### config.mk
export PLATFORM = sky130hd
export DESIGN_NAME = csrw_channel_status
export DESIGN_NICKNAME = d
export VERILOG_FILES = /design/src/rtl/csrw_pkg.sv /design/src/rtl/csrw_channel_status.sv
export SDC_FILE = /design/constraint.sdc
export NUM_CORES = 1
export LEC_CHECK = 0
export ABC_AREA = 1
export BUFFER_PORTS_ARGS = -buffer_cell sky130_fd_sc_hd__buf_2
export CAP_MARGIN = 20
export CORE_MARGIN = 1.5
export CORE_UTILIZATION = 45
export CTS_CLUSTER_DIAMETER = 100
export DETAILED_ROUTE_END_ITERATION = 12
export PLACE_DENSITY_LB_ADDON = 0.08
export RECOVER_POWER = 100
export SYNTH_ARGS = -nofsm -noshare
export SYNTH_HDL_FRONTEND = slang
export SYNTH_SLANG_ARGS = --single-unit
### constraint.sdc
create_clock -name i_ref_clk -period 0.8 [get_ports i_ref_clk]
set_input_delay 0.04 -clock i_ref_clk [delete_from_list [all_inputs] [get_ports i_ref_clk]]
set_output_delay 0.04 -clock i_ref_clk [all_outputs]
set_load 0.03 [all_outputs]
### src/rtl/csrw_pkg.sv
/*
 Constants, field layout and types for the channel status readback bank.
 Assumes one 100 MHz clock and a simple strobe register port.
*/
package csrw_pkg;

  // ==========================================================
  // Sizes
  localparam int unsigned ADDR_W = 4;
  localparam int unsigned DATA_W = 24;
  localparam int unsigned NUM_CH = 4;
  localparam int unsigned IRQ_W = 2;

  // ==========================================================
  // Register offsets
  localparam logic [ADDR_W-1:0] ADR_CH0 = 4'h0;
  localparam logic [ADDR_W-1:0] ADR_CH3 = 4'h3;
  localparam logic [ADDR_W-1:0] ADR_SYSCTL = 4'h4;
  localparam logic [ADDR_W-1:0] ADR_IRQ_STAT = 4'h5;
  localparam logic [ADDR_W-1:0] ADR_IRQ_MASK = 4'h6;

  // ==========================================================
  // Field positions of the channel word
  localparam int ACC_HI = 23;
  localparam int ACC_LO = 22;
  localparam int CH_ON = 21;
  localparam int DRV_HI = 20;
  localparam int DRV_LO = 19;
  localparam int RSV_BIT = 18;
  localparam int RNG_HI = 17;
  localparam int RNG_LO = 15;
  localparam int SNS_HI = 14;
  localparam int SNS_LO = 13;
  localparam int DIN_BIT = 12;
  localparam int SDL_BIT = 11;
  localparam int SSL_BIT = 10;
  localparam int LIM_BIT = 9;
  localparam int CMP_BIT = 8;
  localparam int CMPV_BIT = 7;
  localparam int TA_STK = 6;
  localparam int TA_LIVE = 5;
  localparam int UNU_HI = 4;
  localparam int TA_CLR = 6;
  localparam logic [1:0] ACC_CHAN = 2'h0;

  // Global control: channel select mask and the two shared enables.
  localparam int SYS_SEL_HI = 3;
  localparam int SYS_LIM = 9;
  localparam int SYS_CMP = 8;

  // Interrupt status bits.
  localparam int IRQ_TA_ON = 0;
  localparam int IRQ_TA_OFF = 1;

  // ==========================================================
  // Types
  typedef enum logic [1:0] {
    DRV_VOLTAGE = 2'h0,
    DRV_CURRENT = 2'h1,
    DRV_HIZ_V = 2'h2,
    DRV_HIZ_I = 2'h3
  } csrw_drive_t;

  typedef enum logic [1:0] {
    SNS_CURRENT = 2'h0,
    SNS_VOLTAGE = 2'h1,
    SNS_TEMP = 2'h2,
    SNS_HIZ = 2'h3
  } csrw_sense_t;

  typedef struct packed {
    logic channel_on_flag;
    csrw_drive_t drive_select;
    logic [2:0] range_code;
    csrw_sense_t sense_route;
    logic drive_input_source;
    logic shared_drive_link;
    logic shared_sense_link;
    logic limit_on_flag;
    logic comparator_output_on;
    logic compare_voltage;
  } csrw_cfg_t;

  localparam csrw_cfg_t CFG_RST = '{
    channel_on_flag: 1'h0,
    drive_select: DRV_HIZ_V,
    range_code: 3'h0,
    sense_route: SNS_HIZ,
    drive_input_source: 1'h0,
    shared_drive_link: 1'h0,
    shared_sense_link: 1'h0,
    limit_on_flag: 1'h0,
    comparator_output_on: 1'h0,
    compare_voltage: 1'h0
  };

  typedef struct packed {
    logic [ADDR_W-1:0] addr;
    logic [DATA_W-1:0] wdata;
    logic wr;
    logic rd;
  } csrw_req_t;

endpackage : csrw_pkg

### src/rtl/csrw_channel_status.sv
/*
 Channel configuration store and 24-bit status readback word for four
 measurement channels, with the device-wide thermal alarm.
 Assumes all inputs are synchronous to i_ref_clk and a master that never
 raises both strobes in one cycle.
*/
// Implementation choices: the address map and the strobed register port.
`timescale 1ns/1ps

module csrw_channel_status (
  input wire logic i_ref_clk,
  input wire logic i_rstn,
  input wire logic [csrw_pkg::ADDR_W-1:0] i_addr,
  input wire logic [csrw_pkg::DATA_W-1:0] i_wdata,
  input wire logic i_wr,
  input wire logic i_rd,
  output logic [csrw_pkg::DATA_W-1:0] o_rdata,
  input wire logic i_over_temp,
  output logic o_tmp_alarm_o,
  output logic o_tmp_alarm_oe,
  output logic o_irq,
  output csrw_pkg::csrw_cfg_t [csrw_pkg::NUM_CH-1:0] o_ch_cfg
);

  // ==========================================================
  // Functions

  // Unpacks a channel write into configuration fields.
  function automatic csrw_pkg::csrw_cfg_t cfg_from_word(
    input logic [csrw_pkg::DATA_W-1:0] w
  );
    csrw_pkg::csrw_cfg_t c;
    c.channel_on_flag = w[csrw_pkg::CH_ON];
    c.drive_select =
      csrw_pkg::csrw_drive_t'(w[csrw_pkg::DRV_HI:csrw_pkg::DRV_LO]);
    c.range_code = w[csrw_pkg::RNG_HI:csrw_pkg::RNG_LO];
    c.sense_route =
      csrw_pkg::csrw_sense_t'(w[csrw_pkg::SNS_HI:csrw_pkg::SNS_LO]);
    c.drive_input_source = w[csrw_pkg::DIN_BIT];
    c.shared_drive_link = w[csrw_pkg::SDL_BIT];
    c.shared_sense_link = w[csrw_pkg::SSL_BIT];
    c.limit_on_flag = w[csrw_pkg::LIM_BIT];
    c.comparator_output_on = w[csrw_pkg::CMP_BIT];
    c.compare_voltage = w[csrw_pkg::CMPV_BIT];
    return c;
  endfunction : cfg_from_word

  // Packs one channel's fields and the thermal bits into a word.
  function automatic logic [csrw_pkg::DATA_W-1:0] word_from_cfg(
    input csrw_pkg::csrw_cfg_t c,
    input logic stk,
    input logic live
  );
    logic [csrw_pkg::DATA_W-1:0] w;
    w = '0;
    w[csrw_pkg::ACC_HI:csrw_pkg::ACC_LO] = csrw_pkg::ACC_CHAN;
    w[csrw_pkg::CH_ON] = c.channel_on_flag;
    w[csrw_pkg::DRV_HI:csrw_pkg::DRV_LO] = c.drive_select;
    w[csrw_pkg::RNG_HI:csrw_pkg::RNG_LO] = c.range_code;
    w[csrw_pkg::SNS_HI:csrw_pkg::SNS_LO] = c.sense_route;
    w[csrw_pkg::DIN_BIT] = c.drive_input_source;
    w[csrw_pkg::SDL_BIT] = c.shared_drive_link;
    w[csrw_pkg::SSL_BIT] = c.shared_sense_link;
    w[csrw_pkg::LIM_BIT] = c.limit_on_flag;
    w[csrw_pkg::CMP_BIT] = c.comparator_output_on;
    w[csrw_pkg::CMPV_BIT] = c.compare_voltage;
    w[csrw_pkg::TA_STK] = stk;
    w[csrw_pkg::TA_LIVE] = live;
    return w;
  endfunction : word_from_cfg

  // ==========================================================
  // Address decode

  logic [csrw_pkg::NUM_CH-1:0] wr_ch;
  logic wr_sys;
  logic wr_stat;
  logic wr_mask;
  logic clr_req;
  logic [1:0] ch_idx;
  logic ch_hit;

  // Channel window is ADR_CH0 to ADR_CH3; the low bits pick the channel.
  assign ch_hit = (i_addr >= csrw_pkg::ADR_CH0)
    && (i_addr <= csrw_pkg::ADR_CH3);
  assign ch_idx = i_addr[1:0];

  // Write strobes for each register.
  always_comb begin
    wr_ch = '0;
    if (i_wr && ch_hit) begin
      wr_ch[ch_idx] = 1'b1;
    end
    wr_sys = i_wr && (i_addr == csrw_pkg::ADR_SYSCTL);
    wr_stat = i_wr && (i_addr == csrw_pkg::ADR_IRQ_STAT);
    wr_mask = i_wr && (i_addr == csrw_pkg::ADR_IRQ_MASK);
    clr_req = i_wr && ch_hit && i_wdata[csrw_pkg::TA_CLR];
  end

  // ==========================================================
  // Channel configuration store

  csrw_pkg::csrw_cfg_t [csrw_pkg::NUM_CH-1:0] cfg_r;
  csrw_pkg::csrw_cfg_t [csrw_pkg::NUM_CH-1:0] cfg_nxt;

  // A channel write loads every field; a global write touches only the
  // clamp and comparator enables of the channels it selects. Both share
  // one storage bit per channel, so the later write wins.
  always_comb begin
    cfg_nxt = cfg_r;
    for (int n = 0; n < csrw_pkg::NUM_CH; n++) begin
      if (wr_ch[n]) begin
        cfg_nxt[n] = cfg_from_word(i_wdata);
      end else if (wr_sys && i_wdata[n]) begin
        cfg_nxt[n].limit_on_flag = i_wdata[csrw_pkg::SYS_LIM];
        cfg_nxt[n].comparator_output_on = i_wdata[csrw_pkg::SYS_CMP];
      end
    end
  end

  // Registers the channel configuration.
  always_ff @(posedge i_ref_clk or negedge i_rstn) begin
    if (!i_rstn) begin
      cfg_r <= {csrw_pkg::NUM_CH{csrw_pkg::CFG_RST}};
    end else begin
      cfg_r <= cfg_nxt;
    end
  end

  assign o_ch_cfg = cfg_r;

  // ==========================================================
  // Thermal alarm

  logic live_r;
  logic live_nxt;
  logic stk_r;
  logic stk_nxt;
  logic ta_on;
  logic ta_off;

  // Live bit follows the comparator level; the sticky bit is set by
  // the level and held until cleared. A set in the clearing cycle wins.
  always_comb begin
    live_nxt = i_over_temp;
    stk_nxt = i_over_temp || (stk_r && !clr_req);
    ta_on = i_over_temp && !live_r;
    ta_off = !i_over_temp && live_r;
  end

  // Registers the thermal alarm state.
  always_ff @(posedge i_ref_clk or negedge i_rstn) begin
    if (!i_rstn) begin
      live_r <= 1'b0;
      stk_r <= 1'b0;
    end else begin
      live_r <= live_nxt;
      stk_r <= stk_nxt;
    end
  end

  // Open-drain alarm pin pulls low while the sticky alarm is set.
  // pin mirrors sticky bit
  assign o_tmp_alarm_o = 1'b0;
  assign o_tmp_alarm_oe = stk_r;

  // ==========================================================
  // Interrupts

  logic [csrw_pkg::IRQ_W-1:0] irq_stat_r;
  logic [csrw_pkg::IRQ_W-1:0] irq_stat_nxt;
  logic [csrw_pkg::IRQ_W-1:0] irq_mask_r;
  logic [csrw_pkg::IRQ_W-1:0] irq_mask_nxt;
  logic [csrw_pkg::IRQ_W-1:0] irq_set;
  logic [csrw_pkg::IRQ_W-1:0] irq_clr;

  // Alarm onset and recovery set sticky bits; writing one clears them,
  // but an event in the same cycle keeps its bit set.
  always_comb begin
    irq_set = '0;
    irq_set[csrw_pkg::IRQ_TA_ON] = ta_on;
    irq_set[csrw_pkg::IRQ_TA_OFF] = ta_off;
    irq_clr = wr_stat ? i_wdata[csrw_pkg::IRQ_W-1:0] : '0;
    irq_stat_nxt = irq_set | (irq_stat_r & ~irq_clr);
    irq_mask_nxt = wr_mask ? i_wdata[csrw_pkg::IRQ_W-1:0] : irq_mask_r;
  end

  // Registers interrupt status and mask.
  always_ff @(posedge i_ref_clk or negedge i_rstn) begin
    if (!i_rstn) begin
      irq_stat_r <= '0;
      irq_mask_r <= '0;
    end else begin
      irq_stat_r <= irq_stat_nxt;
      irq_mask_r <= irq_mask_nxt;
    end
  end

  assign o_irq = |(irq_stat_r & irq_mask_r);

  // ==========================================================
  // Read path

  logic [csrw_pkg::DATA_W-1:0] rdata_r;
  logic [csrw_pkg::DATA_W-1:0] rdata_nxt;

  // Read data stand only in the cycle after the strobe; unmapped
  // addresses and idle cycles return zero.
  always_comb begin
    rdata_nxt = '0;
    if (i_rd) begin
      if (ch_hit) begin
        rdata_nxt = word_from_cfg(cfg_r[ch_idx], stk_r, live_r);
      end else if (i_addr == csrw_pkg::ADR_IRQ_STAT) begin
        rdata_nxt[csrw_pkg::IRQ_W-1:0] = irq_stat_r;
      end else if (i_addr == csrw_pkg::ADR_IRQ_MASK) begin
        rdata_nxt[csrw_pkg::IRQ_W-1:0] = irq_mask_r;
      end
    end
  end

  // Registers the read data.
  always_ff @(posedge i_ref_clk or negedge i_rstn) begin
    if (!i_rstn) begin
      rdata_r <= '0;
    end else begin
      rdata_r <= rdata_nxt;
    end
  end

  assign o_rdata = rdata_r;

endmodule : csrw_channel_status

After elaboration in Yosys (flattened, before gate mapping):

Cells that the tools add are included.

* $add $sub $neg: 0
* multiply operators: 0
* divide/modulo/power cells: 0
* $lt $le $gt $ge: 4
* equal/unequal tests: 3
* shift-type cells: 0
* mux-type cells: 19
* bitwise gates (word level): 4
* reductions and logical operators: 23

Operators by type and width (count)
* $bmux 14 s2: 1
* $mux 2: 12
* $mux 22: 1
* $mux 20: 1
* $logic_and 1x1->1: 14
* $mux 14: 1
* $eq 4x3->1 const B: 3
* $reduce_bool 2->1: 4
* $and 2x2->2: 2
* $ge 4x1->1 const B: 1
* $le 4x2->1 const B: 1
* $mux 4: 1
* $logic_not 1->1: 3
* $lt 2x3->1 const B: 1
* $demux 1 s2: 1
* $ge 2x1->1 const B: 1
* $not 2->2: 1
* $or 2x2->2: 1
* $reduce_or 2->1: 1
* $logic_or 1x1->1: 1
* $mux 1: 1

* register bits after elaboration: 86
* bits in latches: 0
* RAM bits: 0
* memory bits (read-only): 0
* word-level logic and storage cells: 98
* memories: 0

Depth between registers and ports, before layout:

* depth in word-level cells: 7
* mapped depth: 8
* mapped depth without buffers: 7

Worst setup path before layout:

No wires, ideal clock.

* path type: input-to-reg
* from: in i_wr
* to: reg cfg_r (netlist bit o_ch_cfg[22])
* arrival time: 888 ps
* required time: 673 ps
* slack: -214 ps
* stages on the path: 6
* path through: buf_6 > nor3b_4 > nand2_2 > buf_2 > nand2_1 > o21ai_0

* word-level cells in the longest chain between the ends: 2

Ends and longest elaborated chain
* start: declaration: line csrw_channel_status.sv:15 `input wire logic i_wr,`
* $logic_and 1x1->1: line csrw_channel_status.sv:91 `if (i_wr && ch_hit) begin`
* $mux 4: line csrw_channel_status.sv:91
* end signal: assignment: line csrw_channel_status.sv:124 `cfg_r <= {csrw_pkg::NUM_CH{csrw_pkg::CFG_RST}};`
* end signal: assignment: line csrw_channel_status.sv:126 `cfg_r <= cfg_nxt;`
* end: declaration: line csrw_channel_status.sv:103 `csrw_pkg::csrw_cfg_t [csrw_pkg::NUM_CH-1:0] cfg_r;`

Every way passes these cells.
A chain may end at the register's enable or synchronous reset.

Worst setup path after layout:

* from: reg irq_stat_r[1] (netlist name)
* to: out o_irq

* word-level cells in the longest chain between the ends: 2

Ends and longest elaborated chain
* start: declaration: line csrw_channel_status.sv:170 `logic [csrw_pkg::IRQ_W-1:0] irq_stat_r;`
* start signal: assignment: line csrw_channel_status.sv:194 `irq_stat_r <= irq_stat_nxt;`
* $and 2x2->2: line csrw_channel_status.sv:199 `assign o_irq = |(irq_stat_r & irq_mask_r);`
* $reduce_or 2->1: line csrw_channel_status.sv:199
* end: declaration: line csrw_channel_status.sv:21 `output logic o_irq,`

Every way passes these cells.

==> summary.md <==
| Metric | Value |
|---|---|
| Synth Area per Inst | 8.36 um^2 |
| Gate count of the mapped netlist | between 400 and 500 |
| Total clock buffers created by CTS | 9 |
| Startpoint type of the worst setup path | register |
| Combined flip-flop and latch cell area | 2070 um^2 |
| Full die area | 8130 um^2 |
| Clock tree from TritonCTS | done |
| Final Net Count | approximately 650 |
| Number of detailed-route iterations in the first pass | 4 |
| Total global routing overflow | 0 |
| Static Leak | 3.16 nW |
| Half-perimeter wire length of the detailed placement result | 6.26 mm |
| Data required time of the worst path | 0.76 ns |
| Worst-Skew Late Latency | 0.36 ns |
| Placed insts | between 600 and 700 |
| Class of the most critical hold timing path | in2reg |
| Number of storage elements in the synthesis netlist | 80 |
| DR vias | 3676 |
| Sequential power share | 0.351 |
| Tmin final | 1.19 ns |
| N_diodes | 0 |
| Violations in the final reports | negative setup slack |
| Number of clock sinks | 80 |
| Final setup fails | about 120 |
| Filler cells | 383 |
| Most frequent cells in the layout | sky130_fd_sc_hd__buf_6, sky130_fd_sc_hd__nand2_1, sky130_fd_sc_hd__nand2_2, sky130_fd_sc_hd__dfrtp_2 |
| Maximum number of buffers from clock root to sink | 2 |
| Total routing resource utilization after global routing | 0.275 |
| Worst-case vdd ir drop | between 0.0015 and 0.002 V |
| Fraction of power consumed by the clock network | 0.253 |
| Initial antenna violation count | 0 |
| Crit Path Category | reg2out |
| RSZ-0062 raised after global routing | true |
| # H-tree levels | 3 |
| Clk pin slew, worst setup/hold paths | approximately 0.090 ns |
| Register-to-Register Setup Slack | -0.24 ns |
| Mean routed wirelength per cell | 17.6 um |
| Die height | 90.2 um |
| Commonest non-fill, non-tap cell in the layout | sky130_fd_sc_hd__buf_6 |
| Global placement routability congestion | 0.838 |
| Final Cycle Share | 1.49 |
| Final-layout setup total negative slack | -17.36 ns |
| Fin Clk Skew | roughly 0.011 ns |
| NetSw | 5.44 mW |
| Peak clock frequency supported by timing | 840 MHz |
| Sequential fraction of the synthesis area | 0.590 |
| Worst-path maximum fanout | 2 |
| Count of placed standard cells in the final layout, fillers left out | 722 |
| Area of the mapped netlist | 3420 um^2 |
| CTS Root Cell | sky130_fd_sc_hd__clkbuf_8 |
| Ys Warns | 0 |
| Crit-path cells | a22o_1, buf_6 |
| PnR worst setup slack | -0.391 ns |
| Slowest library cell on the worst path | sky130_fd_sc_hd__dfrtp_1 |
| Core box area | about 7300 um^2 |
| Routed WL | 12.7 mm |
| Multi-input logic area | 1540 um^2 |
| Drt initial violations | 138 |
| Global-route wire length before repair | 17.4 mm |
| Distinct cell type count of the synthesized netlist | 20 |
| Antenna violation net count after detailed routing | 0 |
| Count of input and output buffers | 103 |
| Num rows | 31 |
| Data arrival time of the critical path | roughly 1.2 ns |
| Max-capacitance violation count | 0 |
| Ratio of routed vias to standard cells | 5.09 |
| Pin count of the biggest net entering global routing | 36 |
| Internal Power | 10.4 mW |
| Final Slew Violations | 0 |
| Fraction of final layout cells sized beyond drive strength 1 | 0.602 |
| Number of global-route vias before repair | 3579 |
| Worst Setup End Kind | output port |
| DRC violations left | 0 |
| P&R area growth vs syn | 81.8% |
| Initial core utilization | 0.469 |
| Share of total power in combinational logic | 0.396 |
| Outcome | finished with violations |
| Net switching share of the total power | 0.344 |
| Count of final hold-check violations | 0 |
| Ratio of total power to cell area | 2540 nW/um^2 |
| Number of I/O pins | 116 |
| Critical Path Max Stage Delay | 0.40 ns |
| Width of the die | 90.2 um |
registers in the layout, summed over array words and instances (netlist names):
signal / flops
o_tmp_alarm_oe: 1
o_rdata: 18
o_ch_cfg: 56
live_r: 1
irq_mask_r: 2
irq_stat_r: 2
metrics by stage:
| step | power [mW] | utilization | area (um^2) | worst slack (ns) | hold slack (ns) |
|---|---|---|---|---|---|
| global placement | 8.78 | 0.588 | 4290 | -0.238 | -0.0839 |
| detailed placement | 8.83 | 0.588 | 4290 | -0.280 | -0.0797 |
| CTS | 14.5 | 0.770 | 5610 | -0.380 | 0.0784 |
| finish | 15.8 | 0.852 | 6220 | -0.391 | 0.0699 |
| floorplan | 7.64 | - | 3560 | -0.171 | -0.256 |
| global route | 16.4 | 0.852 | 6220 | -0.420 | 0.0734 |
synth_stat cells:
library cell	instances	area, um^2
sky130_fd_sc_hd__inv_1	23	86.3
sky130_fd_sc_hd__nor2_2	1	6.26
sky130_fd_sc_hd__a21oi_1	2	10.0
sky130_fd_sc_hd__a22o_1	1	8.76
sky130_fd_sc_hd__clkbuf_2	4	20.0
sky130_fd_sc_hd__dfrtp_1	68	1700
sky130_fd_sc_hd__dfstp_2	12	315
sky130_fd_sc_hd__o21ai_0	43	215
sky130_fd_sc_hd__conb_1	1	3.75
sky130_fd_sc_hd__clkbuf_1	5	18.8
sky130_fd_sc_hd__buf_6	1	11.3
sky130_fd_sc_hd__nand2_1	178	668
sky130_fd_sc_hd__o21ai_1	5	25.0
sky130_fd_sc_hd__nor2_1	35	131
sky130_fd_sc_hd__buf_2	2	10.0
sky130_fd_sc_hd__nand4_1	4	25.0
sky130_fd_sc_hd__nand3_1	10	50.1
sky130_fd_sc_hd__nor3b_4	1	18.8
sky130_fd_sc_hd__nand2_2	4	25.0
sky130_fd_sc_hd__buf_4	9	67.6
area by class of cell:
class | count | area share
Timing Repair Buffer | 213 | 0.343
Sequential cell | 80 | 0.333
Tap cell | 99 | 0.0199
Multi-Input combinational cell | 291 | 0.247
Clock inverter | 7 | 0.0227
Clock buffer | 9 | 0.0199
Inverter | 23 | 0.0139
power groups by stage:
| stage | combinational [mW] | sequential [mW] | clock (mW) |
|---|---|---|---|
| final | 6.26 | 5.55 | 4.00 |
| after global routing | 6.58 | 5.61 | 4.22 |
| after CTS | 5.11 | 5.40 | 3.95 |
| after detailed placement | 3.37 | 5.45 | 0 |
| after global placement | 3.32 | 5.46 | 0 |
| after floorplan | 0.975 | 6.67 | 0 |
cell families (layout without fill, tap and decap cells):
| group | count (synthesis) | in the layout | synth area share |
|---|---|---|---|
| AOI/OAI and AO/OA | 51 | 51 | 0.0758 |
| DFF | 80 | 80 | 0.590 |
| other | 1 | 7 | 0.00110 |
| buffers and inverters | 44 | 252 | 0.0626 |
| and+or+nand+nor | 233 | 233 | 0.270 |
worst paths after layout:
path	from	end	cells past startpoint
min in group asynchronous	i_rstn	o_ch_cfg[17]$_DFFE_PN0P_	2
setup / recovery	irq_stat_r[1]$_DFF_PN0_	o_irq	2
setup reg to reg	o_ch_cfg[7]$_DFFE_PN1P_	o_rdata[14]$_DFF_PN0_	5
hold / removal	i_wdata[0]	irq_mask_r[0]$_DFFE_PN0P_	3
hold reg to reg	o_ch_cfg[49]$_DFFE_PN1P_	o_ch_cfg[49]$_DFFE_PN1P_	2
max in group asynchronous	i_rstn	o_ch_cfg[12]$_DFFE_PN1P_	3
routing by layer:
metal,part of all wire,track usage,up-vias
li1,-,-,1688
met1,0.39,0.336,1797
met2,0.52,0.458,152
met3,0.051,0.0668,39
met4,0.036,0.126,0
met5,0,0,-
critical path: cells and delay by family (launching register included):
kind | cells | cell delay (ns)
AOI/OAI and AO/OA | 1 | 0.25
buffers and inverters | 1 | 0.14
DFF | 1 | 0.40
timing repair:
| action | in CTS | in global routing |
|---|---|---|
| setup buffers | 49 | 14 |
| gates resized for setup | 162 | 169 |
| hold buffers | 20 | 0 |
| endpoints found under the setup margin | 79 | 136 |
| gates cloned | 0 | 1 |
| pin swaps | 6 | 48 |
| endpoints found under the hold margin | 117 | 0 |
Power figures use the tool's default switching activity.
